`src/rtl/adc_out_consts.vh`:
```
`ifndef ADC_OUT_CONSTS_VH
`define ADC_OUT_CONSTS_VH

// Divider select codes and the resulting half-period in ref_clk cycles
`define DIV_SEL_1 2'h0
`define DIV_SEL_2 2'h1
`define DIV_SEL_4 2'h2
`define HALF_1 3'h1
`define HALF_2 3'h2
`define HALF_4 3'h4
`define DIV_CNT_W 4

// Output number formats under serial control
`define FMT_OFFSET 2'h0
`define FMT_TWOS 2'h1
`define FMT_GRAY 2'h2

// Mode pin function field (bits 6:5 of config register 0x08)
`define MODE_FN_POWER_DOWN 2'h0
`define MODE_FN_OUT_DISABLE 2'h1

// Sample path
`define SAMPLE_W 12
`define WORD_W 13
`define LATENCY 9
`define IN_W 15
`define IN_OFFSET 15'h1000
`define IN_NEG_LIMIT 15'h6fff
`define IN_POS_LIMIT 15'h0fff
`define CODE_MIN 12'h000
`define CODE_MAX 12'hfff
`define MSB_MASK 12'h800

// Wake-up timing, in ref_clk cycles
`define WAKE_CNT_W 16
`define WAKE_SHIFT 4
`define WAKE_BASE 16'h0004
`define STANDBY_WAKE 16'h0010

// Power state machine, one-hot
`define ST_W 3
`define ST_RUN 3'h1
`define ST_DOWN 3'h2
`define ST_WAKE 3'h4

`endif

```
`src/rtl/adc_output_ctrl.v`:
```
// Function
// - Divide sample clock by one, two, four
// - Clock may run four times rated rate
// - Serial mode: power-down by register or pin
// - Pin mode: power-down pin high powers down
// - Releasing power-down pin resumes conversion
// - Powered down: data drivers high impedance
// - Standby via serial keeps reference, wakes after a fixed delay
// - Wake delay grows with time powered down
// - Strap selects output format in pin mode
// - Serial mode: offset, twos or gray format
// - Config field assigns output-disable to mode pin
// - Output-disable pin high tristates data, clock
// - Nine conversion cycles of pipeline latency
// - Data valid at data clock rising edge, falling edge when inverted
// - Thirteen output bits: sample plus overrange
// - Offset binary codes; twos inverts top bit
// - Overrange set and code saturated beyond limits
`timescale 1ns/100ps
`include "adc_out_consts.vh"

module adc_output_ctrl #(
   parameter SAMPLE_W = `SAMPLE_W,
   parameter LATENCY = `LATENCY,
   parameter WAKE_CNT_W = `WAKE_CNT_W,
   parameter [`WAKE_CNT_W-1:0] WAKE_BASE = `WAKE_BASE,
   parameter [`WAKE_CNT_W-1:0] STANDBY_WAKE = `STANDBY_WAKE
) (
   input wire ref_clk, // Sample clock input
   input wire rst, // Synchronous reset, active high
   input wire serialMode, // Serial port in use
   input wire [1:0] divSel, // Clock divider select
   input wire spiPowerDown, // Register power-down command
   input wire spiStandby, // Register standby command
   input wire [1:0] modeFunc, // Mode pin function field
   input wire modePin, // External mode pin
   input wire power_down_pin, // Power-down pin, pin mode
   input wire format_select_strap, // Format strap, pin mode
   input wire [1:0] spiFormat, // Register output format
   input wire dataClkInvert, // Data clock polarity invert
   input wire [`IN_W-1:0] sampleIn, // Input, signed half-LSB units
   output reg [SAMPLE_W-1:0] dataOut_q, // Sample data
   output reg overRange_q, // Overrange bit
   output reg dataOe_q, // Data and overrange drive enable
   output reg data_clock_output_q, // Data clock
   output reg dataClkOe_q, // Data clock drive enable
   output reg running_q // Converter running
);

   // Power and output control

   reg [`ST_W-1:0] state_q;
   reg [`ST_W-1:0] state_d;
   reg [WAKE_CNT_W-1:0] downCnt_q;
   reg [WAKE_CNT_W-1:0] downCnt_d;
   reg [WAKE_CNT_W-1:0] wakeCnt_q;
   reg [WAKE_CNT_W-1:0] wakeCnt_d;
   reg standbyOnly_q;
   reg standbyOnly_d;
   reg strapDone_q;
   reg strapFmt_q;
   reg [2:0] halfLen;

   wire pinPowerDown;
   wire modePowerDown;
   wire modeOutDisable;
   wire powerDownReq;
   wire standbyReq;
   wire sleepReq;
   wire outDisable;
   wire convEn;
   wire midEn;
   wire run;
   wire [WAKE_CNT_W-1:0] wakeLoad;
   wire [WAKE_CNT_W-1:0] one;

   assign one = {{(WAKE_CNT_W-1){1'b0}}, 1'b1};

   // Strap level is held from reset release, so capture after it
   always @(posedge ref_clk) begin
      if (rst) begin
         strapDone_q <= 1'b0;
         strapFmt_q <= 1'b0;
      end else if (!strapDone_q) begin
         strapDone_q <= 1'b1;
         strapFmt_q <= format_select_strap;
      end
   end

   assign pinPowerDown = !serialMode && power_down_pin;
   assign modePowerDown = serialMode && modePin &&
      (modeFunc == `MODE_FN_POWER_DOWN);
   assign modeOutDisable = serialMode && modePin &&
      (modeFunc == `MODE_FN_OUT_DISABLE);

   assign powerDownReq = pinPowerDown || modePowerDown ||
      (serialMode && spiPowerDown);
   assign standbyReq = serialMode && spiStandby && !powerDownReq;
   assign sleepReq = powerDownReq || standbyReq;
   assign outDisable = modeOutDisable;

   // Longer sleep drains more charge, so recovery scales with it
   assign wakeLoad = standbyOnly_q ? STANDBY_WAKE :
      WAKE_BASE + (downCnt_q >> `WAKE_SHIFT);

   always @* begin
      state_d = state_q;
      downCnt_d = downCnt_q;
      wakeCnt_d = wakeCnt_q;
      standbyOnly_d = standbyOnly_q;
      case (state_q)
         `ST_RUN: begin
            if (sleepReq) begin
               state_d = `ST_DOWN;
               downCnt_d = {WAKE_CNT_W{1'b0}};
               standbyOnly_d = standbyReq;
            end
         end
         `ST_DOWN: begin
            if (downCnt_q != {WAKE_CNT_W{1'b0}} - one) begin
               downCnt_d = downCnt_q + one;
            end
            if (powerDownReq) begin
               standbyOnly_d = 1'b0;
            end
            if (!sleepReq) begin
               state_d = `ST_WAKE;
               wakeCnt_d = wakeLoad;
            end
         end
         `ST_WAKE: begin
            if (sleepReq) begin
               // Wake progress is dropped; down count resumes from its old value
               state_d = `ST_DOWN;
               standbyOnly_d = standbyReq && standbyOnly_q;
            end else if (wakeCnt_q == {WAKE_CNT_W{1'b0}}) begin
               state_d = `ST_RUN;
            end else begin
               wakeCnt_d = wakeCnt_q - one;
            end
         end
         default: begin
            state_d = `ST_RUN;
         end
      endcase
   end

   always @(posedge ref_clk) begin
      if (rst) begin
         state_q <= `ST_RUN;
         downCnt_q <= {WAKE_CNT_W{1'b0}};
         wakeCnt_q <= {WAKE_CNT_W{1'b0}};
         standbyOnly_q <= 1'b0;
      end else begin
         state_q <= state_d;
         downCnt_q <= downCnt_d;
         wakeCnt_q <= wakeCnt_d;
         standbyOnly_q <= standbyOnly_d;
      end
   end

   // A request halts conversion at once, before the state register moves
   assign run = (state_q == `ST_RUN) && !sleepReq;

   // Clock divider

   always @* begin
      if (divSel == `DIV_SEL_4) begin
         halfLen = `HALF_4;
      end else if (divSel == `DIV_SEL_2) begin
         halfLen = `HALF_2;
      end else if (divSel == `DIV_SEL_1) begin
         halfLen = `HALF_1;
      end else begin
         // Unused select code falls back to the undivided rate
         halfLen = `HALF_1;
      end
   end

   rate_divider u_div (
      .refClk(ref_clk),
      .rst(rst),
      .run(run),
      .halfLen(halfLen),
      .convEn(convEn),
      .midEn(midEn)
   );

   // Sample coding

   reg [SAMPLE_W-1:0] code;
   reg lowOver;
   reg highOver;
   wire [`IN_W-1:0] shifted;

   assign shifted = sampleIn + `IN_OFFSET;

   // Limits sit half an LSB beyond each end code
   always @* begin
      lowOver = $signed(sampleIn) < $signed(`IN_NEG_LIMIT);
      highOver = $signed(sampleIn) > $signed(`IN_POS_LIMIT);
   end

   always @* begin
      if (shifted[`IN_W-1]) begin
         code = `CODE_MIN;
      end else if (shifted[`IN_W-2:SAMPLE_W+1] != 1'b0) begin
         code = `CODE_MAX;
      end else begin
         code = shifted[SAMPLE_W:1];
      end
      if (lowOver) begin
         code = `CODE_MIN;
      end else if (highOver) begin
         code = `CODE_MAX;
      end
   end

   // Pipeline; it freezes while stopped, so held samples survive a sleep

   wire overFlag;
   wire [`WORD_W-1:0] pipeIn;
   wire [`WORD_W-1:0] pipeOut;

   assign overFlag = lowOver || highOver;
   assign pipeIn = {overFlag, code};

   sample_pipe #(
      .W(`WORD_W),
      .DEPTH(LATENCY)
   ) u_pipe (
      .refClk(ref_clk),
      .rst(rst),
      .adv(convEn),
      .din(pipeIn),
      .dout(pipeOut)
   );

   // Output formatting, applied late so a format change acts at the next conversion edge

   reg [1:0] fmt;
   reg [SAMPLE_W-1:0] formatted;
   wire [SAMPLE_W-1:0] obCode;
   wire [SAMPLE_W-1:0] grayCode;

   assign obCode = pipeOut[SAMPLE_W-1:0];
   assign grayCode[SAMPLE_W-1] = obCode[SAMPLE_W-1];

   genvar b;
   generate
      for (b = 0; b < SAMPLE_W - 1; b = b + 1) begin : g_gray
         assign grayCode[b] = obCode[b] ^ obCode[b+1];
      end
   endgenerate

   always @* begin
      if (serialMode) begin
         fmt = spiFormat;
      end else if (strapFmt_q) begin
         fmt = `FMT_TWOS;
      end else begin
         fmt = `FMT_OFFSET;
      end
      case (fmt)
         `FMT_TWOS: begin
            formatted = obCode ^ `MSB_MASK;
         end
         `FMT_GRAY: begin
            formatted = grayCode;
         end
         `FMT_OFFSET: begin
            formatted = obCode;
         end
         default: begin
            // Unused code 3 reads as offset binary
            formatted = obCode;
         end
      endcase
   end

   // Output registers

   reg [SAMPLE_W-1:0] dataOut_d;
   reg overRange_d;
   reg dataClk_d;
   wire powerOff;
   wire driveOn;

   // Standby keeps drivers on; standby asked for during power-down stays dark
   assign powerOff = powerDownReq || (state_q == `ST_DOWN && !standbyOnly_q);
   assign driveOn = !powerOff && !outDisable;

   always @* begin
      dataOut_d = dataOut_q;
      overRange_d = overRange_q;
      if (convEn) begin
         dataOut_d = formatted;
         overRange_d = pipeOut[`WORD_W-1];
      end
   end

   always @(posedge ref_clk) begin
      if (rst) begin
         dataOut_q <= `CODE_MIN;
         overRange_q <= 1'b0;
      end else begin
         dataOut_q <= dataOut_d;
         overRange_q <= overRange_d;
      end
   end

   // Data changes as the clock goes to the dataClkInvert level, so the opposite edge finds it settled
   always @* begin
      dataClk_d = data_clock_output_q;
      if (!run) begin
         dataClk_d = dataClkInvert;
      end else if (convEn) begin
         dataClk_d = dataClkInvert;
      end else if (midEn) begin
         dataClk_d = !dataClkInvert;
      end
   end

   always @(posedge ref_clk) begin
      if (rst) begin
         data_clock_output_q <= 1'b0;
      end else begin
         data_clock_output_q <= dataClk_d;
      end
   end

   always @(posedge ref_clk) begin
      if (rst) begin
         dataOe_q <= 1'b0;
         dataClkOe_q <= 1'b0;
         running_q <= 1'b0;
      end else begin
         dataOe_q <= driveOn;
         dataClkOe_q <= driveOn;
         running_q <= run;
      end
   end

endmodule // adc_output_ctrl

```
`src/rtl/rate_divider.v`:
```
`timescale 1ns/100ps
`include "adc_out_consts.vh"

module rate_divider (
   input wire refClk, // Block clock
   input wire rst, // Synchronous reset, active high
   input wire run, // Converter running
   input wire [2:0] halfLen, // Half conversion period in cycles
   output wire convEn, // Conversion edge pulse
   output wire midEn // Mid-period pulse
);

   reg [`DIV_CNT_W-1:0] cnt_q;
   wire [`DIV_CNT_W-1:0] periodM1;

   assign periodM1 = {halfLen, 1'b0} - {{(`DIV_CNT_W-1){1'b0}}, 1'b1};

   // A ratio change mid-period never strands the count past its end
   always @(posedge refClk) begin
      if (rst || !run) begin
         cnt_q <= {`DIV_CNT_W{1'b0}};
      end else if (cnt_q >= periodM1) begin
         cnt_q <= {`DIV_CNT_W{1'b0}};
      end else begin
         cnt_q <= cnt_q + {{(`DIV_CNT_W-1){1'b0}}, 1'b1};
      end
   end

   assign convEn = run && (cnt_q == {`DIV_CNT_W{1'b0}});
   assign midEn = run && (cnt_q == {1'b0, halfLen});

endmodule // rate_divider

```
`src/rtl/sample_pipe.v`:
```
`timescale 1ns/100ps

module sample_pipe #(
   parameter W = 13,
   parameter DEPTH = 9
) (
   input wire refClk, // Block clock
   input wire rst, // Synchronous reset, active high
   input wire adv, // Advance one conversion step
   input wire [W-1:0] din, // New word
   output wire [W-1:0] dout // Oldest word
);

   reg [W-1:0] stage [0:DEPTH-1];

   genvar i;
   generate
      for (i = 0; i < DEPTH; i = i + 1) begin : g_stage
         always @(posedge refClk) begin
            if (rst) begin
               stage[i] <= {W{1'b0}};
            end else if (adv) begin
               stage[i] <= (i == 0) ? din : stage[(i == 0) ? 0 : i - 1];
            end
         end
      end
   endgenerate

   assign dout = stage[DEPTH-1];

endmodule // sample_pipe

```
`config.mk`:
```
export PLATFORM = sky130hd
export DESIGN_NAME = adc_output_ctrl
export DESIGN_NICKNAME = d
export VERILOG_FILES = /design/src/rtl/adc_output_ctrl.v /design/src/rtl/rate_divider.v /design/src/rtl/sample_pipe.v
export VERILOG_INCLUDE_DIRS = /design/src /design/src/rtl
export SDC_FILE = /design/constraint.sdc
export NUM_CORES = 1
export LEC_CHECK = 0
export ABC_AREA = 1
export BUFFER_PORTS_ARGS = -buffer_cell sky130_fd_sc_hd__buf_2
export CELL_PAD_IN_SITES_DETAIL_PLACEMENT = 1
export CELL_PAD_IN_SITES_GLOBAL_PLACEMENT = 2
export CORE_MARGIN = 3
export CORE_UTILIZATION = 39
export CTS_BUF_LIST = sky130_fd_sc_hd__clkbuf_2
export DETAILED_ROUTE_END_ITERATION = 6
export PLACE_DENSITY_LB_ADDON = 0.12
export SLEW_MARGIN = 20
export SYNTH_ARGS = -nofsm -noshare
export SYNTH_HDL_FRONTEND = slang
export SYNTH_SLANG_ARGS = --single-unit
export TNS_END_PERCENT = 5
```
`constraint.sdc`:
```
create_clock -name ref_clk -period 4.62 [get_ports ref_clk]
set_clock_uncertainty 0.2 [all_clocks]
set_input_delay 0 -clock ref_clk [delete_from_list [all_inputs] [get_ports ref_clk]]
set_output_delay 0 -clock ref_clk [all_outputs]
set_load 0.02 [all_outputs]
```
==> impl_metrics.toml, run 1 <==
[placement]
placed_cells = 1312
gpl.final_weighted_congestion = 0.774
portBuffers = 46
place_area_mm2 = 0.00888
hpwlAfterDp_um = 12200

[route]
num_vias = 6723
number_of_nets_with_antenna_violations_after_detailed_routing = 0
initial_drt_pass_iterations = 4
drt-initial-drc-count = 380
post_drt_via_cell_ratio = 4.68
drt-total-wl_um = 19100
drc = 0
wl_per_cell_um = 13.3

[setup_path]
cp_data_required_time_ns = 5.04
critPathSlowestCell = "dlygate4sd3_1"
timing.critical_path.arrival_ns = 4.74
path_cells = "dlygate4sd3_1 -> buf_2 -> dlygate4sd3_1 -> inv_1 -> nand2_1 -> dlygate4sd3_1 -> nand2_2 -> dlygate4sd3_1 -> nand4_4 -> nor2_4 -> nand2_4 -> buf_4 -> a21oi_1 -> dlygate4sd3_1"
critical_path_class = "in2reg"
cp_common_cell = "dlygate4sd3_1"
critical_path_end_type = "flip-flop"
crit_path_max_incr_delay_ns = 0.68
start_kind = "input pin"
critPathMaxFanout = 80

[sta]
maxSlewViolCount = 0
timing_hold_violations_final = 0
fmaxAchievable_mhz = 231
rsz0062_at_grt = "no"
timing.final.setup_violations = 0
relative_slew_margins = 0.393
worst_pin_slew_ns = 0.907
finalWorstPathRequiredPeriod_ns = 4.33
worst_hold_slack_ns = 0.128
setup-tns-final_ns = 0
final_min_period_over_clock_period = 0.937

[global_route]
grt_antenna_before_repair = 1
largest_net_degree_at_the_start_of_global_routing = 81
global_route.overflow_total = 0
wire_length_of_the_first_global_routing_pass_um = 32800
first_global_vias = 6903
grtUsageTotal = 0.169

[power_and_ir_drop]
seq_power_share = 0.598
power_switching_share = 0.304
leakagePower_nw = 4.39
vdd_drop_max_v = 0.000143
switchingPower_w = 0.000944
total_power_w = 0.00310
power.share.combinational = 0.161
cellPowerDensity_mw_per_mm2 = 309
clkPwrFrac = 0.241
cellInternalPower_w = 0.00216

[finish]
fillCellCount = 2576
final_layout_size_suffix_gt1_frac = 0.0818
final_std_cells_w_o_fill = 1437
area.growth.synth_to_final_pct = 18.7
finalInstanceArea_mm2 = 0.0100
fin_nets = 1192

[clock_network]
insertion_delay_ns = 0.73
numClockSinks = 175
clk_pin_slew_worst_paths_ns = 0.27
tritoncts_clock_tree = "yes"
cts_inserted_buffers = 17
post-cts-setup-buffers = 0
ctsLongestPathBuffers = 2
clock_tree.htree_level_count = 4
cts-root-buf = "clkbuf_2"

[synthesis]
synth_ff_type = "edfxtp_1"
synth_seq_area_share = 0.554
synth_seq_cells = 175
syn-instance-count = 1019
cell_type_with_the_largest_total_area_after_synthesis = "edfxtp_1"
yosys_warnings = 0
postSynth.asyncResetShare = 0
synth_edf_count = 117
synth.lib_cells_used.distinct = 34
post_synth.cell_area_avg_um2 = 8.28
synth.most_common_cell = "inv_1"
synth_net_count = 1063
synth_top_area_frac = 0.416
netlist_area_mm2 = 0.00844
largest_cells_by_area_after_synthesis = "edfxtp_1 42%, dfxtp_1 14%, inv_1 9.6%, nor2_1 9.2%, nand2_1 7.7%"
post_synth_most_frequent_cells = "215 x inv_1, 206 x nor2_1, 174 x nand2_1"

[run_status]
outcome = "completed"

[die]
core_area_mm2 = 0.0212
floorplan.die.width_um = 153
io_pins = 47
num_rows = 53
initial_utilization = 0.399
floorplan.die.height_um = 153
area_of_the_die_mm2 = 0.0234

[flow_run]
maxCapViolations = 0

[hold_path]
hold_class = "in2reg"
-- area by class of cell --
cell class | instances | area [µm²] | area share
clock buffers | 17 | 85.1 | 0.00849
inverters | 218 | 818 | 0.0816
multi-input cells | 595 | 2780 | 0.278
well taps | 275 | 344 | 0.0343
repair buffers | 141 | 1190 | 0.118
flip-flops and latches | 175 | 4670 | 0.466
diodes | 1 | 2.50 | 0.000250
clock inverters | 15 | 130 | 0.0130
-- power groups by stage --
stage	Combinational (W)	Sequential [W]	Clock, W
final	0.000499	0.00186	0.000747
after global routing	0.000571	0.00187	0.000850
after CTS	0.000497	0.00186	0.000793
after detailed placement	0.000410	0.00189	0
after global placement	0.000404	0.00188	0
after floorplan	0.000298	0.00189	0
-- path summary, 6_finish.rpt --
| check | slack, ns | to | cells past startpoint | start |
|---|---|---|---|---|
| min | 0.13 | dataOut_q[9]$_SDFFE_PP0P_ | 9 | spiFormat[0] |
| min reg2reg | 0.25 | strapFmt_q$_SDFFE_PP0N_ | 1 | strapDone_q$_DFF_P_ |
| max | 0.29 | u_pipe.stage[0][12]$_SDFFCE_PN0P_ | 14 | power_down_pin |
| max reg2reg | 1.45 | dataOut_q[11]$_SDFFE_PP0P_ | 9 | strapFmt_q$_SDFFE_PP0N_ |
-- state kept, by name (all words and copies together), names as in the netlist --
signal               flops
u_pipe.stage           117
downCnt_q               16
wakeCnt_q               16
dataOut_q               12
u_div.cnt_q              4
state_q                  3
dataClkOe_q              1
data_clock_output_q      1
overRange_q              1
running_q                1
standbyOnly_q            1
strapDone_q              1
strapFmt_q               1
-- through the flow --
| stage | setup slack [ns] | utilization |
|---|---|---|
| after CTS | 0.399 | 0.474 |
| after global routing | 0.0948 | 0.474 |
| after floorplan | 1.36 | - |
| after detailed placement | 1.70 | 0.420 |
| final | 0.292 | 0.474 |
| after global placement | 1.76 | 0.420 |
-- cells by family (layout without fill, tap and decap cells) --
kind of cell / Yosys count / count (layout) / synth area share
AND/OR/NAND/NOR: 468 / 468 / 0.230
buffers and inverters: 249 / 391 / 0.119
flip-flops: 175 / 175 / 0.554
AO/OA/AOI/OAI: 104 / 104 / 0.0671
adder cells (fa/ha/maj): 14 / 14 / 0.0208
XOR/XNOR: 9 / 9 / 0.00934
other: 0 / 1 / 0
-- timing repair --
| action | in CTS | in global routing |
|---|---|---|
| endpoints found under the hold margin | 76 | 0 |
| hold buffers | 92 | 0 |
| gates resized for setup | 0 | 0 |
-- worst max-delay path: cells and delay by family --
kind                   cells  cell delay (ns)
and+or+nand+nor            5             0.98
AOI/OAI and AO/OA          1             0.15
buffers and inverters      8             3.51
-- layer usage --
layer  routed length (µm)  track usage  up-vias
li1                     -            -     3465
met1                 9140        0.219     3147
met2                 9280        0.296       91
met3                  457       0.0272       20
met4                  216       0.0462        0
met5                    0            0        -
-- cells in the final DEF (no fill, tap or decap), types with 17 or more instances in the layout --
cell	synthesis	routed
nor2_1	206	206
dfxtp_1	58	58
inv_1	215	215
o22ai_1	24	24
buf_2	10	46
nand3_1	51	51
clkbuf_2	1	17
nand4_1	18	18
dlygate4sd3_1	0	92
o21ai_0	31	31
edfxtp_1	117	117
nand2_1	174	174
a21oi_1	42	42
Note: power is estimated with default switching activity, not from simulation.
==> run 2: changes to the inputs <==
Settings changed: GPL_TIMING_DRIVEN set to 0.
==> run 2 against run 1 <==
Non-clock buffer count up 21; clock-buffer cell count up 1; highest routed layer unchanged; fmax up 8.2%; via count up 0.52%; sequential share of layout area down 0.63 points; hold slack better by 0.018 ns; register-to-register slack worse by 0.04 ns; worst setup slack better by 0.33 ns; critical path type unchanged; core utilization up 0.65 points; clock power up 19%; critical path depth down 1; sequential cell count unchanged.
==> impl_metrics.toml, run 2 (synthesis gave the netlist of run 1 again) <==
[sta]
timing.final.setup_violations = 0
worst_pin_slew_ns = 0.701
final.setup.worst_slack_ns = 0.620
maxSlewViolCount = 0
fmaxAchievable_mhz = 250
timing_hold_violations_final = 0
setup-tns-final_ns = 0
worst_hold_slack_ns = 0.146
rsz0062_at_grt = "no"
final_min_period_over_clock_period = 0.866
relative_slew_margins = 0.530
finalWorstPathRequiredPeriod_ns = 4.00

[setup_path]
start_kind = "input pin"
critPathMaxFanout = 6
critical_path_end_type = "flip-flop"
worst_r2r_path_depth = 8
worst_r2r_endpoint = "u_pipe.stage[2][1]$_SDFFCE_PN0P_"
reg2reg_slack_ns = 1.41
timing.critical_path.arrival_ns = 4.47
critical_path_class = "in2reg"
cp_data_required_time_ns = 5.09
worst_r2r_startpoint = "u_div.cnt_q[0]$_SDFF_PP0_"

[finish]
fillCellCount = 2572
fin_nets = 1213
area.growth.synth_to_final_pct = 20.4
mostFrequentLayoutCells = "215 x inv_1, 206 x nor2_1, 174 x nand2_1, 117 x edfxtp_1, 84 x dlygate4sd3_1"
reg.largest.list = "u_pipe.stage: 117 flops, downCnt_q: 16 flops, wakeCnt_q: 16 flops"
largest_reg_flops = 117
most_common_library_cell_in_the_layout_ignoring_fill_and_taps = "inv_1"
registers.top_by_ff_count = "u_pipe.stage"
final_layout_size_suffix_gt1_frac = 0.0956

[placement]
portBuffers = 46
gpl.final_weighted_congestion = 0.796
detailedPlace.worstSlack_ns = 1.45
hpwlAfterDp_um = 13500

[run_status]
outcome = "completed"

[die]
initial_utilization = 0.399
num_rows = 53
core_area_mm2 = 0.0212
area_of_the_die_mm2 = 0.0234
floorplan.die.width_um = 153
floorplan.die.height_um = 153
io_pins = 47

[route]
num_vias = 6758
drc = 0
initial_drt_pass_iterations = 4
post_drt_via_cell_ratio = 4.64
drt-initial-drc-count = 338
drt-total-wl_um = 19700
number_of_nets_with_antenna_violations_after_detailed_routing = 0
wl_per_cell_um = 13.5

[clock_network]
insertion_delay_ns = 0.74
clock_tree.htree_level_count = 4
post-cts-setup-buffers = 0
numClockSinks = 175
cts_inserted_buffers = 17
tritoncts_clock_tree = "yes"
cts-root-buf = "clkbuf_2"
clk_pin_slew_worst_paths_ns = 0.28
ctsLongestPathBuffers = 2

[power_and_ir_drop]
cellPowerDensity_mw_per_mm2 = 320
vdd_drop_max_v = 0.000150
total_power_w = 0.00326
leakagePower_nw = 4.49

[global_route]
grt_antenna_before_repair = 1
grtUsageTotal = 0.173
first_global_vias = 6932
wire_length_of_the_first_global_routing_pass_um = 33200
largest_net_degree_at_the_start_of_global_routing = 74
global_route.overflow_total = 0

[hold_path]
hold_class = "in2reg"
hold-path-cell-count = 5
holdPathEnd = "downCnt_q[0]$_SDFFE_PP0P_"
worstHoldStart = "rst"

[flow_run]
maxCapViolations = 0
## run 2: how the worst max path moves through the flow
stage	startpoint	end	slack (ns)	cells past startpoint
after floorplan	u_div.cnt_q[0]$_SDFF_PP0_	u_pipe.stage[0][0]$_SDFFCE_PP0P_	1.36	7
after global placement	u_div.cnt_q[0]$_SDFF_PP0_	u_pipe.stage[7][4]$_SDFFCE_PN0P_	0.22	7
after detailed placement	u_div.cnt_q[0]$_SDFF_PP0_	u_pipe.stage[8][4]$_SDFFCE_PN0P_	1.45	8
after CTS	serialMode	downCnt_q[15]$_SDFFE_PP0P_	0.83	13
after global routing	serialMode	downCnt_q[15]$_SDFFE_PP0P_	0.51	13
final	serialMode	downCnt_q[15]$_SDFFE_PP0P_	0.62	13
## run 2: cell type report
class / count / area [µm²] / area share
buffer: 31 / 189 / 0.0186
inverter: 218 / 818 / 0.0805
timing repair buffer: 131 / 1100 / 0.108
clock buffer: 18 / 90.1 / 0.00887
sequential: 175 / 4670 / 0.460
antenna: 1 / 2.50 / 0.000246
clock inverter: 14 / 178 / 0.0175
tap: 275 / 344 / 0.0339
multi-input combinational: 595 / 2770 / 0.272
## run 2: worst max-delay path: stages
cell and delay (ns):
dlygate4sd3_1 0.53, buf_2 0.19, nand2_1 0.06, dlygate4sd3_1 0.58
nand2_2 0.09, dlygate4sd3_1 0.69, nand3_1 0.16, dlygate4sd3_1 0.70
a21oi_1 0.19, nand2_1 0.08, dlygate4sd3_1 0.55, nor2_1 0.09
dlygate4sd3_1 0.56
## run 2: power by group
part / switching, W / total, W / internal [W]
Clock: 0.000571 / 0.000886 / 0.000314
Sequential: 0.0000496 / 0.00186 / 0.00181
Combinational: 0.000318 / 0.000515 / 0.000197
## run 2: metrics by stage
stage	utilization	cells	instance area (µm²)
global placement	0.426	1340	9020
CTS	0.480	1457	10200
floorplan	-	1019	8440
finish	0.480	1458	10200
global route	0.480	1458	10200
detailed placement	0.428	1341	9050
## run 2: repair_timing
| action | 4_1_cts | 5_1_grt |
|---|---|---|
| hold endpoints to repair | 124 | 0 |
| hold buffers | 84 | 0 |
| resized for setup | 0 | 0 |
## run 2: layer usage
metal	wire (µm)	GRT usage	share of wire	vias to the layer above
met5	0	0	0	-
li1	-	-	-	3499
met2	9570	0.303	0.49	93
met3	718	0.0306	0.036	11
met1	9250	0.226	0.47	3155
met4	149	0.0378	0.0076	0
==> run 3: changes to the inputs <==
Settings changed: BUFFER_PORTS_ARGS -buffer_cell sky130_fd_sc_hd__buf_2 to unset, CTS_BUF_LIST sky130_fd_sc_hd__clkbuf_2 to unset, DONT_BUFFER_PORTS set to 1.
==> run 3 against run 2 <==
Clock power grew 57%; routed wire length shrank 1.6%; clock-buffer cell count shrank 1; critical endpoint is now u_pipe.stage[0][0]$_SDFFCE_PP0P_; largest cell class unchanged; largest power group unchanged.
==> impl_metrics.toml, run 3 (synthesis gave the netlist of run 1 again) <==
[finish]
n_antenna_cell = 0
most_common_library_cell_in_the_layout_ignoring_fill_and_taps = "inv_1"
reg.largest.list = "u_pipe.stage: 117 flops, downCnt_q: 16 flops, wakeCnt_q: 16 flops"
largest_reg_flops = 117
fin_nets = 1116
mostFrequentLayoutCells = "215 x inv_1, 206 x nor2_1, 174 x nand2_1, 117 x edfxtp_1, 58 x dfxtp_1"
fillCellCount = 2524
final_layout_size_suffix_gt1_frac = 0.0618
area.growth.synth_to_final_pct = 15.1
registers.top_by_ff_count = "u_pipe.stage"

[hold_path]
hold-path-cell-count = 7
holdPathEnd = "u_div.cnt_q[1]$_SDFF_PP0_"
hold_class = "in2reg"
worstHoldStart = "divSel[0]"

[clock_network]
clock_tree.htree_level_count = 4
tritoncts_clock_tree = "yes"
ctsLongestPathBuffers = 2
cts_hold_repair.buffers = 33
cts_inserted_buffers = 17
post-cts-setup-buffers = 0
clk_pin_slew_worst_paths_ns = 0.07
cts-root-buf = "clkbuf_16"
cts_resized = 0
numClockSinks = 175
insertion_delay_ns = 0.43

[sta]
relative_slew_margins = 0.495
final.setup.worst_slack_ns = 1.18
maxSlewViolCount = 0
fmaxAchievable_mhz = 291
worst_pin_slew_ns = 0.752
final_min_period_over_clock_period = 0.744
timing.final.setup_violations = 0
timing_hold_violations_final = 0
rsz0062_at_grt = "no"
finalWorstPathRequiredPeriod_ns = 3.44
setup-tns-final_ns = 0

[setup_path]
crit_path_max_incr_delay_ns = 0.58
critical_path_end_type = "flip-flop"
start_kind = "input pin"
critPathMaxFanout = 4
worst_r2r_endpoint = "u_pipe.stage[8][11]$_SDFFCE_PN0P_"
cp_common_cell = "dlygate4sd3_1"
reg2reg_slack_ns = 1.43
worst_r2r_startpoint = "u_div.cnt_q[0]$_SDFF_PP0_"
cp_data_required_time_ns = 4.62
timing.critical_path.arrival_ns = 3.43
critPathSlowestCell = "dlygate4sd3_1"
path_cells = "dlygate4sd3_1 -> ha_1 -> dlygate4sd3_1 -> inv_1 -> ha_1 -> inv_1 -> o21ai_0 -> dlygate4sd3_1 -> nand2_1 -> dlygate4sd3_1 -> nand2_1 -> dlygate4sd3_1 -> inv_1"
critical_path_class = "in2reg"
crit_family = "buffers and inverters"
worst_r2r_path_depth = 8
worstPathBufferInverterCount = 8

[die]
floorplan.die.height_um = 153
initial_utilization = 0.399
core_area_mm2 = 0.0212
area_of_the_die_mm2 = 0.0234
num_rows = 53
io_pins = 47
floorplan.die.width_um = 153

[placement]
detailedPlace.worstSlack_ns = 1.44
portBuffers = 0
gpl.final_weighted_congestion = 0.783
hpwlAfterDp_um = 13400

[global_route]
grtUsageTotal = 0.172
largest_net_degree_at_the_start_of_global_routing = 69
grt_antenna_before_repair = 0
wire_length_of_the_first_global_routing_pass_um = 32600
first_global_vias = 6644
global_route.overflow_total = 0

[power_and_ir_drop]
cellPowerDensity_mw_per_mm2 = 380
vdd_drop_max_v = 0.000245
leakagePower_nw = 4.20

[route]
drt-initial-drc-count = 360
initial_drt_pass_iterations = 5
drc = 0
num_vias = 6443
post_drt_via_cell_ratio = 4.74
wl_per_cell_um = 14.3
number_of_nets_with_antenna_violations_after_detailed_routing = 0
drt-total-wl_um = 19400

[flow_run]
maxCapViolations = 0

[run_status]
outcome = "completed"
-- run 3: cell count changes in the layout (fill, tap and decap cells not counted), sizes merged --
cell,before,now
dlygate4sd3,84,33
inv,223,227
diode,1,0
clkbuf,29,28
bufinv,3,0
buf,67,21
-- run 3: worst max path at each step --
stage | startpoint | endpoint | depth (start not counted)
4_1_cts | sampleIn[13] | u_pipe.stage[0][0]$_SDFFCE_PP0P_ | 13
6_report | sampleIn[13] | u_pipe.stage[0][0]$_SDFFCE_PP0P_ | 13
5_1_grt | sampleIn[13] | u_pipe.stage[0][0]$_SDFFCE_PP0P_ | 13
3_5_place_dp | u_div.cnt_q[0]$_SDFF_PP0_ | u_pipe.stage[8][4]$_SDFFCE_PN0P_ | 8
3_3_place_gp | u_div.cnt_q[0]$_SDFF_PP0_ | u_pipe.stage[8][11]$_SDFFCE_PN0P_ | 7
2_1_floorplan | u_div.cnt_q[0]$_SDFF_PP0_ | u_pipe.stage[0][0]$_SDFFCE_PP0P_ | 7
-- run 3: metrics by stage --
step                      utilization  cells  hold slack (ns)  instance area [µm²]  total power, W
final                           0.459   1360           0.0429                 9720         0.00369
after global routing            0.459   1360            0.132                 9720         0.00387
after CTS                       0.459   1360           0.0403                 9720         0.00374
after detailed placement        0.417   1295           -0.102                 8820         0.00231
after global placement          0.415   1294           -0.117                 8790         0.00229
after floorplan                     -   1019           -0.122                 8440         0.00219
-- run 3: per-layer routing --
layer / vias to the layer above / part of all wire / global-route usage / wire [µm]
li1: 3313 / - / - / -
met1: 3027 / 0.47 / 0.222 / 9180
met2: 91 / 0.49 / 0.295 / 9490
met3: 12 / 0.028 / 0.0317 / 536
met4: 0 / 0.0090 / 0.0488 / 175
met5: - / 0 / 0 / 0
-- run 3: power breakdown --
| group | internal (W) | switching [W] | total, W |
|---|---|---|---|
| sequential | 0.00181 | 0.0000593 | 0.00187 |
| combinational | 0.000142 | 0.000297 | 0.000438 |
| clock | 0.000716 | 0.000674 | 0.00139 |
-- run 3: final cells by class --
class                   count  area (µm²)  area share
flip-flops and latches    175        4670       0.481
repair buffers             34         358      0.0368
clock inverters            15         140      0.0144
plain buffers              31         189      0.0194
inverters                 218         818      0.0842
clock buffers              17         425      0.0438
well taps                 275         344      0.0354
multi-input cells         595        2770       0.285
-- run 3: tightest hold or removal path: stages --
cell	delay, ns
inv_1	0.03
ha_1	0.18
inv_1	0.05
ha_1	0.12
nor2_1	0.04
o211ai_1	0.16
nor2_1	0.06
